`src/pkg/startup_pkg.sv`:
```
/*
 Constants for the start-up and reset strap sequencer.
 Assumes a 250 MHz system clock; used by the sequencer and its strap store.
*/
package startup_pkg;
  localparam int  CLK_PERIOD_PS      = 4000;
  localparam int  MIN_PD_PULSE_NS    = 200;
  // Least low time rounded up to whole cycles.
  localparam int  MIN_PD_PULSE_CYC   = (MIN_PD_PULSE_NS * 1000 + CLK_PERIOD_PS - 1) / CLK_PERIOD_PS;
  localparam int  CAL_CYCLES         = 64;
  localparam int  PLL_START_CYCLES   = 32;
  localparam int  CNT_W              = 16;
  // Three-level strap encoding.
  localparam logic [1:0] TRI_LOW     = 2'h0;
  localparam logic [1:0] TRI_MID     = 2'h1;
  localparam logic [1:0] TRI_HIGH    = 2'h2;
  localparam logic       IF_I2C      = 1'b0;
  localparam logic       IF_SPI      = 1'b1;
  localparam logic [3:0] PAGE_RESET  = 4'h0;

  typedef enum logic [2:0] {
    ST_OFF,
    ST_POR,
    ST_WAIT_XO,
    ST_CAL,
    ST_PLL_START,
    ST_RUN
  } seq_state_type;
endpackage

```
`src/verilog/startup_reset_strap_sequencer.sv`:
```
/*
 Start-up and reset sequencer of a clock synchronizer.
 Assumes a 250 MHz system clock; analog supply and oscillator monitors arrive as synchronous levels.
*/
// Function
// - Power-down low keeps every function off, vco_cal_start only from one cycle later, and the serial port silent.
// - Power-down release starts power-on reset, then start-up, then normal operation.
// - Low pulses longer than 200 ns are caught as a hard reset.
// - Interface strap sampled at power-on reset: high SPI, low I2C, kept.
// - Page straps read as three-level at reset; afterwards pins are GPIO.
// - Chip-select pin is SPI select or three-level I2C address input.
// - Data pin serves SPI or I2C as strapped.
// - Reset held until core supplies and power-down pin are above threshold.
// - Soft reset re-runs VCO calibration and PLL start-up.
// - Resonator PLL locks on valid oscillator; paired DPLL validates after it.
`timescale 1ns/1ps
module startup_reset_strap_sequencer
  import startup_pkg::*;
#(
  parameter int CAL_LEN = CAL_CYCLES,
  parameter int PLL_LEN = PLL_START_CYCLES
)(
  input  wire logic       ref_clk,
  input  wire logic       resetn,
  input  wire logic       powerdown_bar_pin,
  input  wire logic       supplies_good,
  input  wire logic       xo_valid,
  input  wire logic       interface_select_strap,
  input  wire logic [1:0] page_select_strap_lo,
  input  wire logic [1:0] page_select_strap_hi,
  input  wire logic       soft_reset_bit,
  input  wire logic       output_sync_hold_bit,
  input  wire logic       cal_done,
  input  wire logic [1:0] cs_addr_level,
  input  wire logic       sdata_in,
  input  wire logic       spi_sdata_out,
  input  wire logic       spi_sdata_oe,
  input  wire logic       i2c_sda_pull,
  output logic            sdata_out,
  output logic            sdata_oe,
  output logic            spi_select,
  output logic            spi_chip_select_n,
  output logic [1:0]      i2c_addr_select,
  output logic            serial_enable,
  output logic            por_active,
  output logic            vco_cal_start,
  output logic            resonator_apll_enable,
  output logic            dpll_ref_validate_en,
  output logic            outputs_enable,
  output logic            gpio_mode,
  output logic [3:0]      startup_page,
  output logic            in_reset
);
  // ------------------------------------------------------------
  // Power-down synchronizer and pulse qualification
  // ------------------------------------------------------------
  logic          pd_meta_reg;
  logic          pd_sync_reg;
  logic [CNT_W-1:0] low_cnt_reg;
  logic          pd_low_reg;
  seq_state_type state_reg;
  logic [CNT_W-1:0] tmr_reg;
  logic          soft_d_reg;
  logic          capture;

  always_ff @(posedge ref_clk) begin
    if (!resetn) begin
      pd_meta_reg <= 1'b0;
      pd_sync_reg <= 1'b0;
    end else begin
      pd_meta_reg <= powerdown_bar_pin;
      pd_sync_reg <= pd_meta_reg;
    end
  end

  // A low shorter than the minimum is ignored; a longer one latches power-down.
  always_ff @(posedge ref_clk) begin
    if (!resetn) begin
      low_cnt_reg <= '0;
      pd_low_reg  <= 1'b1;
    end else if (pd_sync_reg) begin
      low_cnt_reg <= '0;
      pd_low_reg  <= 1'b0;
    end else if (low_cnt_reg >= CNT_W'(MIN_PD_PULSE_CYC)) begin
      pd_low_reg  <= 1'b1;
    end else begin
      low_cnt_reg <= low_cnt_reg + CNT_W'(1);
    end
  end

  // ------------------------------------------------------------
  // Start-up sequence
  // ------------------------------------------------------------
  always_ff @(posedge ref_clk) begin
    if (!resetn) begin
      soft_d_reg <= 1'b0;
    end else begin
      soft_d_reg <= soft_reset_bit;
    end
  end

  always_ff @(posedge ref_clk) begin
    if (!resetn) begin
      state_reg <= ST_OFF;
      tmr_reg   <= '0;
    end else if (pd_low_reg) begin
      state_reg <= ST_OFF;
      tmr_reg   <= '0;
    end else begin
      case (state_reg)
        ST_OFF: begin
          state_reg <= ST_POR;
        end
        ST_POR: begin
          if (supplies_good) begin
            state_reg <= ST_WAIT_XO;
          end
        end
        ST_WAIT_XO: begin
          tmr_reg <= '0;
          if (xo_valid) begin
            state_reg <= ST_CAL;
          end
        end
        ST_CAL: begin
          tmr_reg <= tmr_reg + CNT_W'(1);
          if (cal_done || tmr_reg >= CNT_W'(CAL_LEN - 1)) begin
            state_reg <= ST_PLL_START;
            tmr_reg   <= '0;
          end
        end
        ST_PLL_START: begin
          tmr_reg <= tmr_reg + CNT_W'(1);
          if (tmr_reg >= CNT_W'(PLL_LEN - 1)) begin
            state_reg <= ST_RUN;
          end
        end
        ST_RUN: begin
          if (soft_reset_bit && !soft_d_reg) begin
            state_reg <= ST_WAIT_XO;
          end
        end
        default: begin
          state_reg <= ST_OFF;
        end
      endcase
    end
  end

  // Straps are caught only in the power-on phase, never on soft reset.
  assign capture = (state_reg == ST_POR) && supplies_good;

  strap_store strap_store_i (
    .ref_clk      (ref_clk),
    .resetn       (resetn),
    .capture      (capture),
    .if_strap     (interface_select_strap),
    .page_lo      (page_select_strap_lo),
    .page_hi      (page_select_strap_hi),
    .spi_mode_reg (spi_select),
    .page_reg     (startup_page)
  );

  // ------------------------------------------------------------
  // Outputs and pin roles
  // ------------------------------------------------------------
  logic running;
  logic cfg_ok;
  // Gating with the latched power-down closes the one-cycle gap before the state falls back to off.
  assign running    = (state_reg == ST_RUN) && !pd_low_reg;
  assign cfg_ok     = (state_reg != ST_OFF) && (state_reg != ST_POR) && !pd_low_reg;
  assign serial_enable = cfg_ok;
  assign por_active = (state_reg == ST_POR) || (state_reg == ST_OFF);
  assign in_reset   = !running;
  assign vco_cal_start = (state_reg == ST_CAL);
  assign resonator_apll_enable = cfg_ok && xo_valid;
  assign dpll_ref_validate_en  = running && xo_valid;
  // Holding sync keeps outputs muted so the host can align them after restart.
  assign outputs_enable = running && !output_sync_hold_bit;
  assign gpio_mode  = running;
  assign spi_chip_select_n = (cfg_ok && spi_select) ? cs_addr_level[0] : 1'b1;
  assign i2c_addr_select   = (cfg_ok && !spi_select) ? cs_addr_level : TRI_LOW;
  // I2C drives only low (open drain); SPI drives its own data when asked.
  always_comb begin
    sdata_out = 1'b0;
    sdata_oe  = 1'b0;
    if (cfg_ok) begin
      if (spi_select) begin
        sdata_out = spi_sdata_out;
        sdata_oe  = spi_sdata_oe;
      end else begin
        sdata_out = 1'b0;
        sdata_oe  = i2c_sda_pull;
      end
    end
  end

  // ------------------------------------------------------------
  // Assertions
  // ------------------------------------------------------------
  logic unused_in;
  assign unused_in = sdata_in;

  powerdown_silent_a: assert property (@(posedge ref_clk) disable iff (!resetn)
    pd_low_reg |-> !serial_enable && !outputs_enable && !sdata_oe)
    else $error("Serial port active during power-down.");
  release_starts_por_a: assert property (@(posedge ref_clk) disable iff (!resetn)
    (state_reg == ST_OFF && !pd_low_reg) |=> state_reg == ST_POR)
    else $error("Power-down release did not start reset.");
  short_pulse_ignored_a: assert property (@(posedge ref_clk) disable iff (!resetn)
    ($rose(pd_low_reg)) |-> $past(pd_sync_reg, 51) == 1'b0)
    else $error("Power-down latched on a short low pulse.");
  strap_hold_a: assert property (@(posedge ref_clk) disable iff (!resetn)
    (state_reg != ST_POR) |=> $stable(spi_select) && $stable(startup_page))
    else $error("Straps changed outside power-on reset.");
  gpio_after_run_a: assert property (@(posedge ref_clk) disable iff (!resetn)
    gpio_mode |-> state_reg == ST_RUN)
    else $error("GPIO mode before normal operation.");
  cs_role_a: assert property (@(posedge ref_clk) disable iff (!resetn)
    (cfg_ok && !spi_select) |-> spi_chip_select_n && i2c_addr_select == cs_addr_level)
    else $error("Chip-select pin role wrong for I2C.");
  i2c_no_high_a: assert property (@(posedge ref_clk) disable iff (!resetn)
    (!spi_select && sdata_oe) |-> !sdata_out)
    else $error("I2C data driven high.");
  supply_gate_a: assert property (@(posedge ref_clk) disable iff (!resetn)
    (state_reg == ST_POR && !supplies_good) |=> state_reg != ST_WAIT_XO)
    else $error("Reset left with supplies low.");
  soft_recal_a: assert property (@(posedge ref_clk) disable iff (!resetn)
    (running && soft_reset_bit && !soft_d_reg && !pd_low_reg && xo_valid) |=> ##1 vco_cal_start)
    else $error("Soft reset did not recalibrate.");
  dpll_after_xo_a: assert property (@(posedge ref_clk) disable iff (!resetn)
    dpll_ref_validate_en |-> xo_valid && resonator_apll_enable)
    else $error("DPLL validated before oscillator.");
  sync_first_a: assert property (@(posedge ref_clk) disable iff (!resetn)
    pd_meta_reg != pd_sync_reg |=> pd_sync_reg == $past(pd_meta_reg))
    else $error("Synchronizer stage skipped.");
  no_soft_capture_a: assert property (@(posedge ref_clk) disable iff (!resetn)
    (state_reg == ST_WAIT_XO) |-> !capture)
    else $error("Straps resampled on soft reset.");

  reach_run_c: cover property (@(posedge ref_clk) disable iff (!resetn) $rose(running));
  soft_reset_c: cover property (@(posedge ref_clk) disable iff (!resetn)
    running && soft_reset_bit && !soft_d_reg);
  hard_reset_c: cover property (@(posedge ref_clk) disable iff (!resetn)
    (state_reg == ST_RUN) && $rose(pd_low_reg));
endmodule

```
`src/verilog/strap_store.sv`:
```
/*
 Strap store: latches the interface and page straps on a capture strobe.
 Assumes strap inputs are synchronous and stable while the capture strobe is high.
*/
`timescale 1ns/1ps
module strap_store
  import startup_pkg::*;
(
  input  wire logic       ref_clk,
  input  wire logic       resetn,
  input  wire logic       capture,
  input  wire logic       if_strap,
  input  wire logic [1:0] page_lo,
  input  wire logic [1:0] page_hi,
  output logic            spi_mode_reg,
  output logic [3:0]      page_reg
);
  // Only a power-on capture writes here, so soft reset keeps the choices.
  always_ff @(posedge ref_clk) begin
    if (!resetn) begin
      spi_mode_reg <= IF_I2C;
      page_reg     <= PAGE_RESET;
    end else if (capture) begin
      spi_mode_reg <= if_strap;
      page_reg     <= {page_hi, page_lo};
    end
  end
endmodule
```
`config.mk`:
```
export PLATFORM = sky130hd
export DESIGN_NAME = startup_reset_strap_sequencer
export DESIGN_NICKNAME = d
export VERILOG_FILES = /design/src/pkg/startup_pkg.sv /design/src/verilog/startup_reset_strap_sequencer.sv /design/src/verilog/strap_store.sv
export SDC_FILE = /design/constraint.sdc
export NUM_CORES = 1
export LEC_CHECK = 0
export BUFFER_PORTS_ARGS = -buffer_cell sky130_fd_sc_hd__buf_2
export CELL_PAD_IN_SITES_DETAIL_PLACEMENT = 1
export CELL_PAD_IN_SITES_GLOBAL_PLACEMENT = 2
export CORE_MARGIN = 5
export CORE_UTILIZATION = 35
export CTS_CLUSTER_DIAMETER = 40
export CTS_CLUSTER_SIZE = 40
export DETAILED_ROUTE_END_ITERATION = 10
export PLACE_DENSITY_LB_ADDON = 0.05
export SYNTH_ARGS = -nofsm -noshare
export SYNTH_HDL_FRONTEND = slang
export SYNTH_SLANG_ARGS = --single-unit
```
`constraint.sdc`:
```
create_clock -name ref_clk -period 5.7 [get_ports ref_clk]
set_input_delay 0.855 -clock ref_clk [delete_from_list [all_inputs] [get_ports ref_clk]]
set_output_delay 0.855 -clock ref_clk [all_outputs]
set_load 0.01 [all_outputs]
```
**After elaboration in Yosys (flattened, before gate mapping)**

Cells that the tools add are included.

- Flip-flop bits (word level): 44
- Input port bits: 19
- Logic and storage cells: 66

- Add/subtract/negate cells: 2
- Magnitude comparators: 3
- Equal/unequal tests: 11
- Mux-type cells: 16
- Bitwise logic cells: 1
- Reductions and logical operators: 24

Operator list:

| kind | number |
|---|---|
| $pmux W16 S3 | 1 |
| $add A16 B1 Y16 const B | 2 |
| $ge A16 B6 Y1 const B | 2 |
| $pmux W3 S6 | 1 |
| $ge A16 B5 Y1 const B | 1 |
| $mux W16 | 1 |
| $mux W3 | 5 |
| $logic_and A1 B1 Y1 | 10 |
| $ne A2 B2 Y1 const B | 4 |
| $mux W1 | 7 |
| $eq A3 B2 Y1 const B | 2 |
| $eq A3 B3 Y1 const B | 2 |
| $reduce_bool A3 Y1 | 2 |
| $logic_not A1 Y1 | 5 |
| $reduce_and A5 Y1 | 1 |
| $reduce_or A2 Y1 | 2 |
| $eq A3 B1 Y1 const B | 1 |
| $logic_not A3 Y1 | 1 |
| $ne A3 B1 Y1 const B | 1 |
| $logic_or A1 B1 Y1 | 2 |
| $mux W2 | 1 |
| $ne A2 B1 Y1 const B | 1 |
| $reduce_bool A2 Y1 | 1 |
| $not A1 Y1 | 1 |

**Depth between registers and ports, before layout**

Gate-level depths: netlist of the first run.

- Word-level depth: 5
- Gate-level depth with buffers: 8

**Hierarchy**

A second synthesis of the first run with hierarchy kept.

- Cell total of the unflattened synthesis: 217
- Area total of the unflattened synthesis: 2003.2 µm²

Modules (own cells, without submodules):

| module | times used | cells an instance | area an instance (µm²) | seq. area each (µm²) |
|---|---|---|---|---|
| startup_reset_strap_sequencer | 1 | 201 | 1810.5 | 780.7 |
| strap_store | 1 | 16 | 192.7 | 100.1 |

**Worst setup path after synthesis of the first run**

No wires, ideal clock.

- Path type: in2reg
- Start: in cal_done
- End: reg tmr_reg[12]
- Setup time: 0.074 ns
- Arrival: 1.985 ns
- Setup slack: 3.641 ns
- Stages on the path: 5
- Path buffers: 0
- Path through: and4bb_2 -> o21ai_0 -> o21ai_1 -> or4b_1 -> a31oi_1

- Word-level cells in the longest chain between the ends: 3

RTL lines:

| element | RTL line | source |
|---|---|---|
| from (decl) | startup_reset_strap_sequencer.sv:33 | `input wire logic cal_done,` |
| $logic_or A1 B1 Y1 | startup_reset_strap_sequencer.sv:127 | `if (cal_done \|\| tmr_reg >= CNT_W'(CAL_LEN - 1)) begin` |
| $mux W16 | startup_reset_strap_sequencer.sv:127 |  |
| $pmux W16 S3 | startup_reset_strap_sequencer.sv:110 | `case (state_reg)` |
| to (signal assigned) | startup_reset_strap_sequencer.sv:126 | `tmr_reg <= tmr_reg + CNT_W'(1);` |
| to (signal assigned) | startup_reset_strap_sequencer.sv:133 | `tmr_reg <= tmr_reg + CNT_W'(1);` |
| to (decl) | startup_reset_strap_sequencer.sv:62 | `logic [CNT_W-1:0] tmr_reg;` |

Every way passes these cells.
A chain may end at the register's enable or synchronous reset.

**Final worst setup path of the first run**

Same ends and word-level chain as after synthesis.

==> flow_summary.yaml, run 1 <==
global_routing:
  grt_pass1_wl_um: 8070
  grt_use_total: 0.134
  grt_overflow_total: 0
  grt_max_degree: 14
  grt_pass1_vias: 1669
  grt_antenna_before_repair: 0
detailed_routing:
  vias_per_cell: 5.01
  ant_nets: 0
  vias: 1675
  drt-total-wl_um: 4810
  drtPass1Iterations: 4
  remaining_drc_errors: 0
  dr.first_iter.drc_count: 42
  detail_route.wl_per_cell_um: 14.4
critical_path:
  crit_fanout: 12
  startpoint: "cal_done"
  crit_cells: 6
  cp_slowest_stage_delay_ns: 0.72
  rr_startpoint: "state_reg[1]"
  rrSetupSlack_ns: 3.33
  crit_end: "tmr_reg[12]"
  crit_buf_inv: 1
  path_class: "primary input to flop"
  r2r_end: "tmr_reg[12]"
  crit_family: "compound AO/OA/AOI/OAI gates"
  cp.required_ns: 5.92
  path_cells: "buf_2, and4bb_2, o21ai_0, o21ai_1, or4b_1, a31oi_1"
  worstPathArrival_ns: 2.70
  reg2regPathDepth: 5
  cp-end-kind: "flop"
  critPathLaunchType: "primary input"
  crit_path_top_delay_cell: "o21ai_1"
clocking:
  cts-root-buf: "clkbuf_8"
  cts_made_buffers: 5
  clkTransAtPathRegs_ns: 0.09
  clk_path_buf_depth: 2
  postCtsSetupBuffers: 0
  cts_resized: 0
  cts_tree: "built"
  cts_max_level: 2
  cts.sinks: 44
  worstSkewPairLatency_ns: 0.29
  ctsHoldBuffers: 0
power_and_ir_drop:
  power_density_nw_per_um2: 227
  power.leakage_nw: 0.875
  vdd_drop_max_uv: 109
  power.total_mw: 0.527
synth:
  syn_nets: 252
  avgSynthCellArea_um2: 8.82
  yosysWarnings: 0
  ys_ff_latch: 44
  synthCells: 230
  syn-cell-area_um2: 2030
  synth_cell_types: 46
  ys_seq_area_frac: 0.434
timing:
  fin_ws_ns: 3.22
  holdWs_ns: 0.442
  period_needed_ns: 2.48
  worst_pin_slew_ns: 0.899
  rsz0062_at_grt: "false"
  final.setup.tns_ns: 0
  slew_headroom: 0.397
  fin_worst_skew_ns: 0.0133
  hold_violations: 0
  slew_violations: 0
  fmax_mhz: 404
  final.period_utilization: 0.435
  setup_violations: 0
place:
  hpwl_um: 3630
  pre_cts_ws_ns: 2.92
  dpl_cell_area_um2: 2240
  gp_congestion: 0.726
  io_buffer_count: 35
  dp.cells: 327
layout:
  post-route-util: 0.417
  area_growth_pct: 14.5
  fill_cells: 704
  fin_nets: 284
  final_cell_count_no_fill: 334
  final_area_um2: 2320
  diodes: 0
  drive_gt1_frac: 0.183
floorplan:
  die_w_um: 86.1
  die_h_um: 86.1
  fp-row-count: 27
  start_util: 0.364
  core-area_um2: 5570
  pin_count: 37
  die_area_um2: 7420
status:
  status: "completed"
flow_run:
  drv_cap: 0
hold_path:
  hp-class: "flop to flop"
## report_power, final
part / internal [mW] / switching [mW] / total (mW)
clock network: 0.0832 / 0.106 / 0.190
registers: 0.311 / 0.00382 / 0.315
logic: 0.0111 / 0.0112 / 0.0224
total: 0.405 / 0.121 / 0.527
## cell families after synthesis
| kind of cell | synth area share |
|---|---|
| AO/OA/AOI/OAI | 0.0869 |
| XOR/XNOR | 0.0518 |
| adder cells (fa/ha/maj) | 0.0185 |
| buffers and inverters | 0.0308 |
| flip-flops | 0.434 |
| multiplexers | 0.0345 |
| AND/OR/NAND/NOR | 0.343 |
## worst register-to-register path, cell delays in order (launching register included)
cell      delay [ns]
dfxtp_1         0.55
and4bb_2        0.28
o21ai_0         0.10
o21ai_1         0.72
or4b_1          0.49
a31oi_1         0.16
## per-layer routing
metal,part of all wire,global-route usage,vias to the layer above
li1,-,-,863
met1,0.47,0.166,789
met2,0.49,0.231,21
met3,0.031,0.0346,2
met4,0.0052,0.0302,0
met5,0,0,-
## cells in the mapped netlist (all sizes together)
| cell | instances | area [µm²] |
|---|---|---|
| a22oi | 1 | 7.51 |
| nor3b | 1 | 7.51 |
| dfxtp | 44 | 881 |
| nand3b | 2 | 15.0 |
| a41oi | 1 | 8.76 |
| buf | 5 | 32.5 |
| a32oi | 1 | 8.76 |
| nand3 | 14 | 70.1 |
| and4 | 2 | 17.5 |
| o21ai | 6 | 33.8 |
| nand2b | 6 | 37.5 |
| nor4 | 6 | 37.5 |
| a31oi | 3 | 18.8 |
| a221oi | 1 | 8.76 |
| a211oi | 2 | 15.0 |
| and3 | 3 | 18.8 |
| o2111a | 1 | 11.3 |
| or3b | 1 | 8.76 |
| nand4 | 7 | 43.8 |
| clkbuf | 5 | 18.8 |
| a21oi | 4 | 20.0 |
| nor3 | 6 | 30.0 |
| xnor2 | 2 | 17.5 |
| xor2 | 10 | 87.6 |
| a2bb2oi | 1 | 8.76 |
| nor2 | 29 | 111 |
| and4bb | 1 | 12.5 |
| or3 | 2 | 12.5 |
| nor2b | 9 | 56.3 |
| nand2 | 17 | 63.8 |
| or4b | 1 | 10.0 |
| a2111oi | 1 | 27.5 |
| mux2i | 7 | 70.1 |
| or4 | 1 | 7.51 |
| and2 | 19 | 121 |
| ha | 3 | 37.5 |
| o211ai | 1 | 7.51 |
| inv | 3 | 11.3 |
| nor4b | 1 | 15.0 |
## cell type report
| type | count | area (µm²) | area share |
|---|---|---|---|
| multi-input cells | 173 | 1090 | 0.467 |
| flip-flops and latches | 44 | 881 | 0.379 |
| repair buffers | 35 | 175 | 0.0753 |
| well taps | 72 | 90.1 | 0.0388 |
| clock buffers | 5 | 68.8 | 0.0296 |
| clock inverters | 2 | 12.5 | 0.00538 |
| inverters | 3 | 11.3 | 0.00484 |
## layout by cell type, fill, tap and decap left out, types with 2 or more instances in the layout
master	Yosys	final
a31oi_1	3	3
or3_1	2	2
nor2b_1	9	9
and2_1	18	18
nand3b_1	2	2
and4_1	2	2
dfxtp_1	44	44
a211oi_1	2	2
nand3_1	14	14
clkbuf_8	0	5
nand2b_1	6	6
o21ai_0	4	4
nor4_1	6	6
xnor2_1	2	2
nor3_1	6	6
buf_2	2	35
a21oi_1	4	4
xor2_1	10	10
and3_1	3	3
nor2_1	28	28
ha_1	3	3
nand4_1	7	7
mux2i_1	7	7
inv_1	3	3
nand2_1	17	17
## worst min-delay path by stage
stage | start | cells past startpoint | to | slack, ns
global placement | pd_meta_reg | 1 | pd_sync_reg | 0.41
finish | pd_meta_reg | 1 | pd_sync_reg | 0.44
floorplan | pd_meta_reg | 1 | pd_sync_reg | 0.41
detailed placement | pd_meta_reg | 1 | pd_sync_reg | 0.42
global route | pd_meta_reg | 1 | pd_sync_reg | 0.45
CTS | pd_meta_reg | 1 | pd_sync_reg | 0.45
Note: power is estimated with default switching activity, not from simulation.
==> inputs of run 2 (changes only) <==
Settings changed: CORE_UTILIZATION 35 to 29.
Clock period 5.7 ns to 2.2 ns, I/O delays scaled along.
==> flow_summary.yaml, run 2 (synthesized netlist as in run 1, its figures left out) <==
clocking:
  clk_path_buf_depth: 2
  cts_tree: "built"
  cts_made_buffers: 5
  clkTransAtPathRegs_ns: 0.09
  cts_max_level: 2
  ctsHoldBuffers: 0
  cts_resized: 0
  cts.sinks: 44
  cts-root-buf: "clkbuf_8"
  worstSkewPairLatency_ns: 0.30
  postCtsSetupBuffers: 0
timing:
  hold_violations: 0
  fmax_mhz: 503
  slew_headroom: 0.692
  period_needed_ns: 1.99
  final.setup.tns_ns: 0
  fin_ws_ns: 0.212
  final.period_utilization: 0.904
  slew_violations: 0
  setup_violations: 0
  rsz0062_at_grt: "false"
  holdWs_ns: 0.233
  fin_worst_skew_ns: 0.0108
  worst_pin_slew_ns: 0.461
floorplan:
  core-area_um2: 6790
  die_h_um: 93.7
  fp-row-count: 30
  die_area_um2: 8770
  die_w_um: 93.7
  start_util: 0.299
  pin_count: 37
layout:
  fin_nets: 292
  final_common_cell: "dfxtp_1"
  drive_gt1_frac: 0.210
  final_cell_mix: "dfxtp_1 (44), buf_2 (35), nor2_1 (28), and2_1 (18), nand2_1 (17)"
  diodes: 0
  area_growth_pct: 20.7
detailed_routing:
  drt-total-wl_um: 4890
  detail_route.wl_per_cell_um: 13.3
  vias_per_cell: 4.63
  drtPass1Iterations: 3
  remaining_drc_errors: 0
  vias: 1699
  dr.first_iter.drc_count: 29
  ant_nets: 0
place:
  hpwl_um: 3700
  pre_cts_ws_ns: 0.225
  io_buffer_count: 35
  gp_congestion: 0.702
hold_path:
  hp-class: "primary input to flop"
  min_delay_path_depth: 2
global_routing:
  gr-usage-met3: 0.0296
  grt_pass1_vias: 1797
  grt_overflow_total: 0
  grt_max_degree: 16
  grt_antenna_before_repair: 0
  grt_use_total: 0.118
  grt_pass1_wl_um: 8420
  grt-busiest-layer: "met2"
  met1_usage: 0.152
  met2_usage: 0.198
critical_path:
  crit_path_top_delay_cell: "or4b_1"
  cp.required_ns: 2.42
  path_cells: "ha_1, nand3_1, nor3_1, nand3_1, or4b_1, a31oi_1"
  path_common_cell: "nand3_1"
  critPathLaunchType: "flop"
  crit_fanout: 6
  path_class: "flop to flop"
  cp_slowest_stage_delay_ns: 0.47
  reg2regPathDepth: 6
  cp-end-kind: "flop"
  worstPathArrival_ns: 2.21
flow_run:
  drv_cap: 0
power_and_ir_drop:
  power.leakage_nw: 0.936
  power_density_nw_per_um2: 618
  vdd_drop_max_uv: 309
status:
  status: "completed"
run 2: stage by stage:
stage / util / instance area [µm²] / instances / total power [mW]
after floorplan: - / 2030 / 230 / 0.866
after global placement: 0.343 / 2330 / 359 / 0.897
final: 0.361 / 2450 / 367 / 1.51
after global routing: 0.361 / 2450 / 367 / 1.58
after detailed placement: 0.343 / 2330 / 359 / 0.899
after CTS: 0.361 / 2450 / 367 / 1.55
run 2: path summary, 6_finish.rpt:
path | startpoint | endpoint | slack, ns
worst max-delay path | tmr_reg[0] | tmr_reg[12] | 0.21
worst min-delay path | powerdown_bar_pin | pd_meta_reg | 0.23
worst max register to register | tmr_reg[0] | tmr_reg[12] | 0.21
worst min register to register | pd_meta_reg | pd_sync_reg | 0.45
run 2: final cells by class:
cell class,instances,area (µm²)
Inverter,3,11.3
Clock inverter,3,47.5
Timing Repair Buffer,43,235
Multi-Input combinational cell,173,1090
Fill cell,815,4340
Sequential cell,44,881
Clock buffer,5,68.8
Tap cell,96,120
run 2: metal layers:
| layer | wire length [µm] | share of wire |
|---|---|---|
| met1 | 2370 | 0.49 |
| met2 | 2320 | 0.48 |
| met3 | 149 | 0.031 |
| met4 | 40 | 0.0082 |
| met5 | 0 | 0 |
run 2: critical path, delay by kind of cell, from the launching register on:
family	cells	cell delay [ns]
adders and majority gates	1	0.21
DFF	1	0.40
AOI/OAI and AO/OA	1	0.16
and+or+nand+nor	4	1.14
run 2: where the power goes:
group          switching (mW)  internal, mW  leakage (nW)  total, mW
Clock                   0.294         0.342        0.0583      0.636
Combinational          0.0314        0.0317         0.522     0.0631
Sequential            0.00898         0.806         0.356      0.815
Total                   0.334          1.18         0.936       1.51
==> inputs of run 3 (changes only) <==
Settings changed: PLACE_DENSITY set to 0.74, PLACE_DENSITY_LB_ADDON 0.05 to not set.
==> flow_summary.yaml, run 3 (synthesized netlist as in run 1, its figures left out) <==
power_and_ir_drop:
  pwr-share-seq: 0.540
  pwr-share-comb: 0.041
  p_int_mw: 1.18
  pwr-share-clk: 0.419
  power_density_nw_per_um2: 615
  vdd_drop_max_uv: 417
  power.leakage_nw: 0.936
  swShare: 0.218
  switchingPower_mw: 0.329
critical_path:
  path_cells: "ha_1, nand3_1, nor3_1, nand3_1, or4b_1, a31oi_1"
  crit_path_top_delay_cell: "or4b_1"
  cp.required_ns: 2.43
  worstPathArrival_ns: 2.24
  cp_slowest_stage_delay_ns: 0.48
  path_class: "flop to flop"
  cp-end-kind: "flop"
  crit_fanout: 6
  critPathLaunchType: "flop"
  path_common_cell: "nand3_1"
global_routing:
  grt_pass1_wl_um: 7670
  gr-usage-met3: 0.0304
  met2_usage: 0.182
  grt_antenna_before_repair: 0
  grt_use_total: 0.110
  grt_max_degree: 16
  grt_overflow_total: 0
  met1_usage: 0.139
  grt-busiest-layer: "met2"
  grt_pass1_vias: 1653
place:
  hpwl_um: 3570
  gp_congestion: 0.705
  dpl_cell_area_um2: 2340
  pre_cts_ws_ns: 0.209
  io_buffer_count: 35
  dp.cells: 360
clocking:
  ctsHoldBuffers: 0
  cts_resized: 0
  postCtsSetupBuffers: 0
  clk_path_buf_depth: 2
  clkTransAtPathRegs_ns: 0.09
  cts_max_level: 2
  cts.sinks: 44
  cts-root-buf: "clkbuf_8"
  cts_tree: "built"
  cts_made_buffers: 5
  worstSkewPairLatency_ns: 0.30
status:
  status: "completed"
timing:
  fmax_mhz: 499
  setup_violations: 0
  fin_ws_ns: 0.198
  slew_headroom: 0.676
  worst_pin_slew_ns: 0.485
  rsz0062_at_grt: "false"
  holdWs_ns: 0.242
  final.period_utilization: 0.910
  period_needed_ns: 2.00
  slew_violations: 0
  fin_worst_skew_ns: 0.0119
  hold_violations: 0
  final.setup.tns_ns: 0
detailed_routing:
  remaining_drc_errors: 0
  detail_route.wl_per_cell_um: 12.7
  vias: 1707
  dr.first_iter.drc_count: 83
  vias_per_cell: 4.64
  ant_nets: 0
  drt-total-wl_um: 4680
  drtPass1Iterations: 4
layout:
  drive_gt1_frac: 0.213
  final_cell_count_no_fill: 368
  diodes: 0
  fin_nets: 293
  final_common_cell: "dfxtp_1"
  final_cell_mix: "dfxtp_1 (44), buf_2 (35), nor2_1 (28), and2_1 (18), nand2_1 (17)"
  final_area_um2: 2460
  fill_cells: 816
  area_growth_pct: 21.0
floorplan:
  core-area_um2: 6790
  pin_count: 37
  start_util: 0.299
  die_w_um: 93.7
  die_area_um2: 8770
  die_h_um: 93.7
  fp-row-count: 30
hold_path:
  hp-class: "primary input to flop"
flow_run:
  drv_cap: 0
-- run 3: cell types whose count changed in the layout (fill, tap and decap cells not counted) --
cell,change
clkinv_4,-2
inv_6,+1
buf_4,+1
clkinvlp_4,+1
-- run 3: layer usage --
| layer | part of all wire | vias up |
|---|---|---|
| li1 | - | 890 |
| met1 | 0.48 | 792 |
| met2 | 0.47 | 20 |
| met3 | 0.036 | 5 |
| met4 | 0.010 | 0 |
| met5 | 0 | - |
-- run 3: worst paths after layout --
kind                                         from  slack (ns)           to  depth (start not counted)
worst max-delay path                   tmr_reg[0]        0.20  tmr_reg[12]                          6
worst min register to register        pd_meta_reg        0.44  pd_sync_reg                          1
worst min-delay path            powerdown_bar_pin        0.24  pd_meta_reg                          2
worst max register to register         tmr_reg[0]        0.20  tmr_reg[12]                          6
-- run 3: layout make-up --
cell class | count | area, µm² | area share
Sequential cell | 44 | 881 | 0.359
Clock buffer | 5 | 68.8 | 0.0280
Tap cell | 96 | 120 | 0.0489
Timing Repair Buffer | 44 | 243 | 0.0988
Inverter | 3 | 11.3 | 0.00458
Clock inverter | 3 | 46.3 | 0.0188
Multi-Input combinational cell | 173 | 1090 | 0.442
-- run 3: metrics by stage --
stage          power [mW]   util
2_1_floorplan       0.866      -
3_3_place_gp        0.896  0.345
3_5_place_dp        0.897  0.345
4_1_cts              1.54  0.362
5_1_grt              1.58  0.362
6_report             1.51  0.362
-- run 3: power by group through the flow --
stage,Combinational (mW),Clock (mW),Sequential [mW]
after floorplan,0.0339,0,0.832
after global placement,0.0625,0,0.833
after detailed placement,0.0631,0,0.834
after CTS,0.0635,0.663,0.815
after global routing,0.0715,0.691,0.817
final,0.0622,0.632,0.815
-- run 3: critical path: cells and delay by family, from the launching register on --
kind	cells	cell delay [ns]
simple gates	4	1.15
flops	1	0.42
compound gates	1	0.16
fa+ha+maj	1	0.22
